## src/core/panel_cmd_pkg.sv

```systemverilog
// constants and field layout of the panel sense and update commands
package panel_cmd_pkg;
   localparam logic [7:0] CMD_SUPPLY_DETECT = 8'h15;
   localparam logic [7:0] CMD_SENSOR_SEL = 8'h18;
   localparam logic [7:0] CMD_TEMP_WRITE = 8'h1A;
   localparam logic [7:0] CMD_TEMP_READ = 8'h1B;
   localparam logic [7:0] CMD_UPDATE_RUN = 8'h20;
   localparam logic [7:0] CMD_UPDATE_OPTION = 8'h22;
   localparam logic [7:0] CMD_STATUS_READ = 8'h2F;
   localparam logic [2:0] LEVEL_RST = 3'h4;
   localparam logic [2:0] LEVEL_MIN = 3'h3;
   localparam logic [7:0] SENSOR_RST = 8'h48;
   localparam logic [7:0] SENSOR_INTERNAL = 8'h80;
   localparam logic [11:0] TEMP_RST = 12'h7FF;
   localparam logic [7:0] OPTION_RST = 8'hC7;
   localparam int STATUS_SUPPLY_LOW_BIT = 0;
   localparam logic [2:0] STEP_CLOCK_ON = 3'h7;
   localparam logic [2:0] STEP_ANALOG_ON = 3'h6;
   localparam logic [2:0] STEP_LOAD_TEMP = 3'h5;
   localparam logic [2:0] STEP_DISPLAY = 3'h2;
   localparam logic [2:0] STEP_ANALOG_OFF = 3'h1;
   localparam logic [2:0] STEP_CLOCK_OFF = 3'h0;
   localparam int CLK_PERIOD_NS = 25;
   localparam int DETECT_TIME_NS = 100000;
   localparam int DETECT_CYCLES =
      (DETECT_TIME_NS + CLK_PERIOD_NS - 1) / CLK_PERIOD_NS;
   localparam int STEP_TIME_NS = 50000;
   localparam int STEP_CYCLES =
      (STEP_TIME_NS + CLK_PERIOD_NS - 1) / CLK_PERIOD_NS;
endpackage

```

## src/core/spi_byte_link.sv

```systemverilog
// three-wire serial byte receiver and read-back shifter
`timescale 1ns/1ps
`default_nettype none
module spi_byte_link (
   // clock and reset
   input wire logic clk_sys,
   input wire logic arst_n,
   // pins, inputs asynchronous to clk_sys, outputs driven from clk_sys flops
   input wire logic sclk,
   input wire logic cs_n,
   input wire logic sda_in,
   input wire logic dc,
   input wire logic rw,
   output logic sda_out,
   output logic sda_oe,
   // byte side
   input wire logic [7:0] tx_byte,
   output logic rx_valid,
   output logic [7:0] rx_byte,
   output logic rx_is_param,
   output logic rx_is_read
);
   typedef struct packed {
      logic [4:0] s1;
      logic [4:0] s2;
      logic sclk_d;
      logic cs_d;
      logic [2:0] bit_cnt;
      logic [7:0] rx_sh;
      logic [7:0] tx_sh;
      logic rx_valid;
      logic [7:0] rx_byte;
      logic is_param;
      logic is_read;
   } link_state_type;
   link_state_type q_ff, nxt_q;
   logic active, rise, fall;

   // synchronise pins, find clock edges, shift bytes in and out
   always_comb begin
      nxt_q = q_ff;
      nxt_q.s1 = {sclk, cs_n, sda_in, dc, rw};
      nxt_q.s2 = q_ff.s1;
      nxt_q.sclk_d = q_ff.s2[4];
      nxt_q.cs_d = q_ff.s2[3];
      nxt_q.rx_valid = 1'b0;
      active = !q_ff.s2[3];
      rise = q_ff.s2[4] && !q_ff.sclk_d;
      fall = !q_ff.s2[4] && q_ff.sclk_d;
      if (!active) begin
         nxt_q.bit_cnt = 3'h0;
      end else if (q_ff.cs_d) begin
         nxt_q.bit_cnt = 3'h0;
         nxt_q.tx_sh = tx_byte;
      end else if (rise) begin
         nxt_q.rx_sh = {q_ff.rx_sh[6:0], q_ff.s2[2]};
         nxt_q.bit_cnt = q_ff.bit_cnt + 3'h1;
         if (q_ff.bit_cnt == 3'h7) begin
            nxt_q.rx_valid = 1'b1;
            nxt_q.rx_byte = {q_ff.rx_sh[6:0], q_ff.s2[2]};
            nxt_q.is_param = q_ff.s2[1];
            nxt_q.is_read = q_ff.s2[0];
         end
      end else if (fall) begin
         if (q_ff.bit_cnt == 3'h0) begin
            nxt_q.tx_sh = tx_byte;
         end else begin
            nxt_q.tx_sh = {q_ff.tx_sh[6:0], 1'b0};
         end
      end
   end

   // state register
   always_ff @(posedge clk_sys or negedge arst_n) begin
      if (!arst_n) begin
         q_ff <= '0;
         // idle pins: select high, clock low, so no false edge after reset
         q_ff.s1 <= 5'h08;
         q_ff.s2 <= 5'h08;
         q_ff.cs_d <= 1'b1;
      end else begin
         q_ff <= nxt_q;
      end
   end

   assign sda_out = q_ff.tx_sh[7];
   assign sda_oe = !q_ff.s2[3] && q_ff.s2[0];
   assign rx_valid = q_ff.rx_valid;
   assign rx_byte = q_ff.rx_byte;
   assign rx_is_param = q_ff.is_param;
   assign rx_is_read = q_ff.is_read;
endmodule // spi_byte_link
`default_nettype wire

```

## src/core/update_sequencer.sv

```systemverilog
// walks the enabled steps of the display update option byte
`timescale 1ns/1ps
`default_nettype none
module update_sequencer import panel_cmd_pkg::*; #(
   parameter int STEP_LEN = STEP_CYCLES
) (
   // clock and reset
   input wire logic clk_sys,
   input wire logic arst_n,
   // control
   input wire logic start,
   input wire logic [7:0] option,
   output logic running,
   output logic done,
   // panel controls
   output logic clock_on,
   output logic analog_on,
   output logic load_temp,
   output logic display_pulse
);
   localparam logic [11:0] STEP_LAST = 12'(STEP_LEN - 1);
   typedef struct packed {
      logic run;
      logic [7:0] opt;
      logic [2:0] idx;
      logic [11:0] cnt;
      logic clk_on;
      logic ana_on;
      logic load;
      logic disp;
      logic done;
   } seq_state_type;
   seq_state_type q_ff, nxt_q;

   // one step per set option bit, highest bit first
   always_comb begin
      nxt_q = q_ff;
      nxt_q.load = 1'b0;
      nxt_q.disp = 1'b0;
      nxt_q.done = 1'b0;
      if (!q_ff.run) begin
         if (start) begin
            nxt_q.run = 1'b1;
            nxt_q.opt = option;
            nxt_q.idx = 3'h7;
            nxt_q.cnt = STEP_LAST;
         end
      end else if (q_ff.opt[q_ff.idx] && q_ff.cnt != 12'h0) begin
         nxt_q.cnt = q_ff.cnt - 12'h1;
      end else begin
         if (q_ff.opt[q_ff.idx]) begin
            case (q_ff.idx)
               STEP_CLOCK_ON: nxt_q.clk_on = 1'b1;
               STEP_ANALOG_ON: nxt_q.ana_on = 1'b1;
               STEP_LOAD_TEMP: nxt_q.load = 1'b1;
               STEP_DISPLAY: nxt_q.disp = 1'b1;
               STEP_ANALOG_OFF: nxt_q.ana_on = 1'b0;
               STEP_CLOCK_OFF: nxt_q.clk_on = 1'b0;
               default: nxt_q.cnt = STEP_LAST;
            endcase
         end
         if (q_ff.idx == 3'h0) begin
            nxt_q.run = 1'b0;
            nxt_q.done = 1'b1;
         end else begin
            nxt_q.idx = q_ff.idx - 3'h1;
            nxt_q.cnt = STEP_LAST;
         end
      end
   end

   // state register
   always_ff @(posedge clk_sys or negedge arst_n) begin
      if (!arst_n) begin
         q_ff <= '0;
      end else begin
         q_ff <= nxt_q;
      end
   end

   assign running = q_ff.run;
   assign done = q_ff.done;
   assign clock_on = q_ff.clk_on;
   assign analog_on = q_ff.ana_on;
   assign load_temp = q_ff.load;
   assign display_pulse = q_ff.disp;
endmodule // update_sequencer
`default_nettype wire

```

## src/core/panel_sense_and_update_commands.sv

```systemverilog
// command decoder for supply detection, temperature and update commands
`timescale 1ns/1ps
`default_nettype none
module panel_sense_and_update_commands import panel_cmd_pkg::*; #(
   parameter int DETECT_LEN = DETECT_CYCLES,
   parameter int STEP_LEN = STEP_CYCLES
) (
   // clock and reset
   input wire logic clk_sys,
   input wire logic arst_n,
   // serial command pins
   input wire logic spi_sclk,
   input wire logic spi_cs_n,
   input wire logic spi_dc,
   input wire logic spi_rw,
   input wire logic spi_sda_in,
   output logic spi_sda_out,
   output logic spi_sda_oe,
   // busy towards the host
   output logic busy,
   // supply comparator
   output logic [2:0] supply_level,
   output logic detect_active,
   input wire logic supply_above,
   // temperature
   input wire logic [11:0] sensor_temp,
   output logic sensor_internal_sel,
   // panel controls
   output logic internal_clock_on_flag,
   output logic analog_block_on_flag,
   output logic display_drive_pulse
);
   localparam logic [11:0] DETECT_LAST = 12'(DETECT_LEN - 1);

   typedef enum logic [1:0] {
      ST_IDLE,
      ST_DETECT,
      ST_UPDATE
   } cmd_state_type;

   typedef struct packed {
      cmd_state_type state;
      logic [7:0] cmd;
      logic pidx;
      logic [2:0] level;
      logic [7:0] sensor;
      logic [11:0] temp;
      logic [7:0] temp_hi;
      logic [7:0] option;
      logic [11:0] cnt;
      logic supply_low;
      logic sup_s1;
      logic sup_s2;
      logic [7:0] tx;
      logic run_go;
   } main_state_type;

   main_state_type q_ff, nxt_q;
   logic rx_valid, rx_is_param, rx_is_read;
   logic [7:0] rx_byte;
   logic seq_running, seq_done, seq_load;

   // a level code below 011 names no threshold
   function automatic logic level_ok(input logic [2:0] code);
      level_ok = code >= LEVEL_MIN;
   endfunction

   // serial byte link towards the host
   spi_byte_link u_link (
      .clk_sys(clk_sys),
      .arst_n(arst_n),
      .sclk(spi_sclk),
      .cs_n(spi_cs_n),
      .sda_in(spi_sda_in),
      .dc(spi_dc),
      .rw(spi_rw),
      .sda_out(spi_sda_out),
      .sda_oe(spi_sda_oe),
      .tx_byte(q_ff.tx),
      .rx_valid(rx_valid),
      .rx_byte(rx_byte),
      .rx_is_param(rx_is_param),
      .rx_is_read(rx_is_read)
   );

   // display update step walker
   update_sequencer #(
      .STEP_LEN(STEP_LEN)
   ) u_seq (
      .clk_sys(clk_sys),
      .arst_n(arst_n),
      .start(q_ff.run_go),
      .option(q_ff.option),
      .running(seq_running),
      .done(seq_done),
      .clock_on(internal_clock_on_flag),
      .analog_on(analog_block_on_flag),
      .load_temp(seq_load),
      .display_pulse(display_drive_pulse)
   );

   // command decode, parameter capture, detection timer, update wait
   always_comb begin
      nxt_q = q_ff;
      nxt_q.sup_s1 = supply_above;
      nxt_q.sup_s2 = q_ff.sup_s1;
      nxt_q.run_go = 1'b0;
      case (q_ff.state)
         ST_IDLE: begin
            if (rx_valid && !rx_is_param) begin
               nxt_q.cmd = rx_byte;
               nxt_q.pidx = 1'b0;
               nxt_q.tx = 8'h00;
               if (rx_byte == CMD_UPDATE_RUN) begin
                  nxt_q.state = ST_UPDATE;
                  nxt_q.run_go = 1'b1;
               end
               if (rx_byte == CMD_TEMP_READ) begin
                  nxt_q.tx = q_ff.temp[11:4];
               end
               if (rx_byte == CMD_STATUS_READ) begin
                  nxt_q.tx[STATUS_SUPPLY_LOW_BIT] = q_ff.supply_low;
               end
            end else if (rx_valid) begin
               nxt_q.pidx = 1'b1;
               nxt_q.tx = 8'h00;
               case (q_ff.cmd)
                  CMD_SUPPLY_DETECT: begin
                     if (!rx_is_read && level_ok(rx_byte[2:0])) begin
                        nxt_q.level = rx_byte[2:0];
                        nxt_q.state = ST_DETECT;
                        nxt_q.cnt = DETECT_LAST;
                     end
                  end
                  CMD_SENSOR_SEL: begin
                     if (!rx_is_read) begin
                        nxt_q.sensor = rx_byte;
                     end
                  end
                  CMD_TEMP_WRITE: begin
                     if (!rx_is_read && !q_ff.pidx) begin
                        nxt_q.temp_hi = rx_byte;
                     end else if (!rx_is_read) begin
                        nxt_q.temp = {q_ff.temp_hi, rx_byte[7:4]};
                     end
                  end
                  CMD_TEMP_READ: begin
                     if (rx_is_read && !q_ff.pidx) begin
                        nxt_q.tx = {q_ff.temp[3:0], 4'h0};
                     end
                  end
                  CMD_UPDATE_OPTION: begin
                     if (!rx_is_read) begin
                        nxt_q.option = rx_byte;
                     end
                  end
                  default: nxt_q.pidx = 1'b1;
               endcase
            end
         end
         ST_DETECT: begin
            if (q_ff.cnt != 12'h0) begin
               nxt_q.cnt = q_ff.cnt - 12'h1;
            end else begin
               nxt_q.supply_low = !q_ff.sup_s2;
               nxt_q.state = ST_IDLE;
            end
         end
         ST_UPDATE: begin
            if (seq_load && q_ff.sensor == SENSOR_INTERNAL) begin
               nxt_q.temp = sensor_temp;
            end
            if (seq_done) begin
               nxt_q.state = ST_IDLE;
            end
         end
         default: nxt_q.state = ST_IDLE;
      endcase
   end

   // state register with power-on values
   always_ff @(posedge clk_sys or negedge arst_n) begin
      if (!arst_n) begin
         q_ff <= '0;
         q_ff.state <= ST_IDLE;
         q_ff.level <= LEVEL_RST;
         q_ff.sensor <= SENSOR_RST;
         q_ff.temp <= TEMP_RST;
         q_ff.option <= OPTION_RST;
      end else begin
         q_ff <= nxt_q;
      end
   end

   // outputs, busy while detecting or updating
   assign busy = q_ff.state != ST_IDLE;
   assign detect_active = q_ff.state == ST_DETECT;
   assign supply_level = q_ff.level;
   assign sensor_internal_sel = q_ff.sensor == SENSOR_INTERNAL;

   // helper: cycles spent in one detection
   logic [12:0] det_len_ff;
   always_ff @(posedge clk_sys or negedge arst_n) begin
      if (!arst_n) begin
         det_len_ff <= 13'h0;
      end else if (q_ff.state == ST_DETECT) begin
         det_len_ff <= det_len_ff + 13'h1;
      end else begin
         det_len_ff <= 13'h0;
      end
   end
endmodule // panel_sense_and_update_commands
`default_nettype wire

```

## config.mk

```make
export PLATFORM = sky130hd
export DESIGN_NAME = panel_sense_and_update_commands
export DESIGN_NICKNAME = d
export VERILOG_FILES = /design/src/core/panel_cmd_pkg.sv /design/src/core/spi_byte_link.sv /design/src/core/update_sequencer.sv /design/src/core/panel_sense_and_update_commands.sv
export SDC_FILE = /design/constraint.sdc
export NUM_CORES = 1
export LEC_CHECK = 0
export ABC_AREA = 1
export BUFFER_PORTS_ARGS = -buffer_cell sky130_fd_sc_hd__buf_2
export CAP_MARGIN = 30
export CELL_PAD_IN_SITES_DETAIL_PLACEMENT = 1
export CELL_PAD_IN_SITES_GLOBAL_PLACEMENT = 1
export CORE_MARGIN = 2
export CORE_UTILIZATION = 40
export DETAILED_ROUTE_END_ITERATION = 8
export PLACE_DENSITY_LB_ADDON = 0.1
export SYNTH_ARGS = -nofsm -noshare
export SYNTH_HDL_FRONTEND = slang
export SYNTH_HIERARCHICAL = 1
export SYNTH_SLANG_ARGS = --single-unit
export TNS_END_PERCENT = 1
```

## constraint.sdc

```tcl
create_clock -name clk_sys -period 3.1 [get_ports clk_sys]
set_input_delay 0 -clock clk_sys [delete_from_list [all_inputs] [get_ports clk_sys]]
set_output_delay 0 -clock clk_sys [all_outputs]
set_load 0.01 [all_outputs]
```

# == After elaboration in Yosys (flattened, before gate mapping) ==
# Cells that the tools add are included.
# classes
addsub,4
order_cmp,2
eq_ne,37
muxes,66
bitwise,7
reduce_logical,49
# op_table
operator,count
$mux 8,14
$mux 12,8
$mux 11,5
$mux 52,1
$pmux 12 s2,2
$eq 8x5->1 const B,5
$mux 40,1
$mux 15,2
$eq 8x6->1 const B,3
$mux 24,1
$reduce_bool 12->1,2
$sub 12x1->12 const B,2
$mux 3,7
$mux 20,1
$reduce_and 5->1,4
$mux 16,1
$ne 2x2->1 const B,8
$reduce_bool 2->1,8
$mux 2,7
$eq 3x3->1 const B,4
$mux 1,12
$ne 2x1->1 const B,6
$reduce_and 3->1,4
$reduce_and 4->1,3
other kinds (25),54
# word_totals
reg_bits,145
input_bits,20
output_inout_bits,11

# == Logic depth before layout (Yosys ltp) ==
# logic_depth
word_depth,7
ltp_mapped,13
mapped_depth_nobuf,13

# == Modules after synthesis ==
# Netlist, hierarchy kept.
# modules_own_cells
module,instances,cells_per_inst,area_each_um2,seq_area_each_um2
panel_sense_and_update_commands,1,539,3988.8,1875.5
update_sequencer,1,254,1809.2,725.7
spi_byte_link,1,170,1700.4,1029.7

# == Worst setup path after synthesis ==
# Ideal clock, no wire load.
# synth_path
kind,register to register
from,register u_seq/q_ff[17] (netlist name)
to,register u_seq/q_ff[12] (netlist name)
setup_ns,0.116
arrival_ns,1.638
path_slack_ns,1.346
stages_incl_launch_ff,13
n_path_buf,1
synth_period_minus_slack_ns,1.754
cell_sequence,dfrtp_1 inv_2 ha_1 inv_1 nor2_1 a21oi_1 inv_1 o21ai_1 nand3b_2 nand3_2 buf_6 nand2_1 nand2_1
# synth_between
elab_chain_cells,5
word_cells_on_any_way,16
cone_classes,7 x eq/ne; 5 x mux; 4 x reduce/logical
# synth_lines
item,line,text
start: declaration,update_sequencer.sv:33,"seq_state_type q_ff, nxt_q;"
start signal: assignment,update_sequencer.sv:77,q_ff <= nxt_q;
$bmux 1 s3,"update_sequencer.sv:48, update_sequencer.sv:51",
$mux 1 (not written as such),"update_sequencer.sv:48, update_sequencer.sv:51",
$logic_and 1x1->1,update_sequencer.sv:48,end else if (q_ff.opt[q_ff.idx] && q_ff.cnt != 12'h0) begin
$ne 4x4->1 (no source line) or $mux 12 (tied branches),n/a,
$reduce_and 3->1 (no source line) or $mux 15 (tied branches),n/a,
# Several ways; a longest one is shown, not always the timed one. The select of a mux whose other input is x is not followed.
# A chain may end at the register's enable or synchronous reset.

# == Final worst setup path ==
# layout_path
from,register u_seq/q_ff[17] (netlist name)
to,register u_seq/q_ff[11] (netlist name)
# The elaborated chain is that of the path after synthesis.

==> flow_metrics.env <==
export IMPL_slowest_stage="dfrtp_1"
export IMPL_htreeDepth=4
export IMPL_grt_use_total_pct=20.88
export IMPL_syn_inst=963
export IMPL_multiInputGateArea_um2=3186
export IMPL_pin_count=31
export IMPL_synth_top_cells_by_area="dfrtp_1 (41%), nand2_1 (16%), dfstp_2 (7.7%)"
export IMPL_r2r_start="u_seq/q_ff[17]"
export IMPL_root_buffer="clkbuf_16"
export IMPL_ir_worst_vdd_mv=0.3761
export IMPL_skew_ns=0.01422
export IMPL_die_x_um=140.9
export IMPL_r2r_end="u_seq/q_ff[11]"
export IMPL_antenna_found_initial=0
export IMPL_p_leak_nw=4.486
export IMPL_fin_util_pct=45.73
export IMPL_hp_start="sensor_temp[2]"
export IMPL_antennaDiodeCount=0
export IMPL_fin_ws_ns=1.016
export IMPL_gp_congestion=0.7964
export IMPL_vias=5997
export IMPL_ff2ff_setup_slack_ns=1.02
export IMPL_relSlewSlack_pct=48.49
export IMPL_reg2reg_depth=11
export IMPL_n_fill_cell=2287
export IMPL_die_area_um2=19860
export IMPL_critPathLaunchType="register"
export IMPL_post_route_min_period_ns=2.084
export IMPL_synth_cells_most_frequent="nand2_1 (316), dfrtp_1 (122), inv_1 (118)"
export IMPL_drv_slew=0
export IMPL_pre_cts_ws_ns=1.014
export IMPL_cts_path_max_buffers=2
export IMPL_syn_cell_area_um2=7498
export IMPL_syn_area_per_cell_um2=7.787
export IMPL_synth_edf_count=0
export IMPL_whs_path_depth=7
export IMPL_via_per_inst=4.805
export IMPL_synthMostInstantiatedCell="nand2_1"
export IMPL_ant_nets=0
export IMPL_crit_path_end_kind="register"
export IMPL_cpPeakStageDelay_ns=0.48
export IMPL_synthDominantCellAreaShare_pct=40.71
export IMPL_max_freq_ghz=0.4799
export IMPL_hold_viol=0
export IMPL_cap_violations=0
export IMPL_yosysUniqueCellTypes=42
export IMPL_setup_violations=0
export IMPL_dpl_hpwl_um=13290
export IMPL_grt_max_degree=79
export IMPL_clock_latency_ns=0.43
export IMPL_tightest_slew_ns=0.7727
export IMPL_grt_pass1_wl_um=32920
export IMPL_cts_tree="done"
export IMPL_min_period_over_period_pct=67.22
export IMPL_drt_iter0_markers=235
export IMPL_ys_seq_area_share_pct=48.42
export IMPL_clock_sinks=144
export IMPL_synth_main_ff_cell="dfrtp_1"
export IMPL_power_density_nw_per_um2=465.7
export IMPL_syn_num_nets=995
export IMPL_rsz0062_at_grt="false"
export IMPL_worstPathCellList="inv_2, ha_1, inv_1, nor2_1, a21oi_1, inv_1, o21ai_1, nand3b_2, nand3_2, nand2_1, nand2_1"
export IMPL_yosysTopAreaCell="dfrtp_1"
export IMPL_ff_latch_area_um2=3631
export IMPL_fin_tns_setup_ns=0
export IMPL_grt_pass1_vias=6514
export IMPL_numCtsBuffers=17
export IMPL_synthArstFlopShare_pct=100.0
export IMPL_clk_pin_slew_worst_paths_ns=0.06
export IMPL_overflow=0
export IMPL_synth_warnings=6
export IMPL_initial_core_util_pct=40.49
export IMPL_port_buffer_count=30
export IMPL_fin_nets=1033
export IMPL_core_um2=18520
export IMPL_drtPass1Iterations=4
export IMPL_rows=50
export IMPL_ys_ff_latch=144
export IMPL_min_path_type="in2reg"
export IMPL_wl_per_cell_um=15.10
export IMPL_routed_wl_um=18850
export IMPL_die_h_um=140.9
export IMPL_drive_gt1_share_pct=14.30
export IMPL_drcViolationCount=0
export IMPL_area_growth_pct=12.93
export IMPL_power_w=0.003944
export IMPL_arrival_ns=2.40
export IMPL_path_max_fanout=12
export IMPL_criticalPathCategory="reg2reg"
export IMPL_hold_end="q_ff[42]"
export IMPL_cp_required_ns=3.41
export IMPL_status="finished, final reports clean"
[report_power, final]
part | switching (W) | total [W] | internal, W
sequential | 0.0000130 | 0.00192 | 0.00191
clock | 0.000834 | 0.00190 | 0.00107
combinational | 0.0000828 | 0.000120 | 0.0000374
[layout by cell type, fill, tap and decap left out, types with 2 or more instances in the layout]
master / count
nand2_2: 9
nor2_4: 7
dfstp_2: 22
clkinv_2: 3
o21ai_2: 8
xor2_1: 4
o21ai_0: 46
buf_4: 4
ha_1: 12
nor2_2: 3
clkbuf_16: 17
xnor2_1: 2
nor2_1: 117
a21oi_2: 6
clkinvlp_4: 5
o21ai_1: 14
dfrtp_1: 122
nand4_1: 12
clkinv_4: 4
or2_2: 2
nand2_4: 4
inv_1: 118
buf_2: 29
clkbuf_8: 2
a21oi_1: 11
dlygate4sd3_1: 12
nand3b_1: 17
nor3_1: 7
nand2_1: 316
nand3_1: 54
inv_2: 7
[critical path, delay by kind of cell, from the launching register on]
family	cells	cell delay [ns]
simple gates	5	0.68
compound gates	2	0.31
flops	1	0.48
buf+inv	3	0.26
fa+ha+maj	1	0.25
[cells by family after synthesis]
family                     after synthesis  synth area share [%]
buffers and inverters                  156                 9.094
xor gates and xnor gates                 6                0.7008
adders and majority gates               12                 2.002
and+or+nand+nor                        558                 33.21
AOI/OAI and AO/OA                       87                 6.574
DFF                                    144                 48.42
[repair_timing]
item	4_1_cts	5_1_grt
resized for setup	0	0
hold buffers	12	0
setup buffers	0	0
hold endpoints to repair	74	0
[sequential cells by signal, summed over array words and instances (netlist names)]
register,count
u_link/nxt_q,7
u_link/rx_byte,8
u_link/sda_out,1
nxt_q,1
u_link/q_ff,22
u_link/rx_is_read,1
u_link/rx_is_param,1
u_seq/load_temp,1
u_link/rx_valid,1
u_seq/analog_on,1
u_seq/done,1
supply_level,3
u_seq/q_ff,23
u_seq/clock_on,1
u_seq/running,1
u_seq/display_pulse,1
q_ff,70
[through the flow]
stage               hold WS [ns]  area, µm²  std cells
finish                   0.02012       8468       1248
floorplan                -0.2956       7498        963
detailed placement        0.1101       7804       1204
global route             0.04439       8468       1248
CTS                     0.006635       8468       1248
global placement          0.1088       7804       1204
[routing by layer]
layer / up-vias / track usage (%) / part of all wire, %
met3: 15 / 3.872 / 1.9
met5: - / 0 / 0
li1: 3048 / - / -
met2: 48 / 34.43 / 48
met4: 0 / 5.474 / 1.0
met1: 2886 / 28.51 / 49
[how the worst max path moves through the flow]
stage / end / slack [ns] / start
2_1_floorplan: u_seq/q_ff[12] / 1.35 / u_seq/q_ff[17]
3_3_place_gp: q_ff[51] / 1.07 / q_ff[72]
3_5_place_dp: u_seq/q_ff[11] / 1.01 / u_seq/q_ff[17]
4_1_cts: u_seq/q_ff[11] / 0.99 / u_seq/q_ff[17]
5_1_grt: u_seq/q_ff[14] / 0.75 / u_seq/q_ff[17]
6_report: u_seq/q_ff[11] / 1.02 / u_seq/q_ff[17]
[cell type report]
type | instances | area share [%]
Sequential cell | 144 | 42.88
Multi-Input combinational cell | 663 | 37.62
Inverter | 128 | 5.762
Clock buffer | 20 | 5.393
Timing Repair Buffer | 47 | 3.856
Tap cell | 234 | 3.457
Clock inverter | 12 | 1.034
Power figures use the tool's default switching activity.
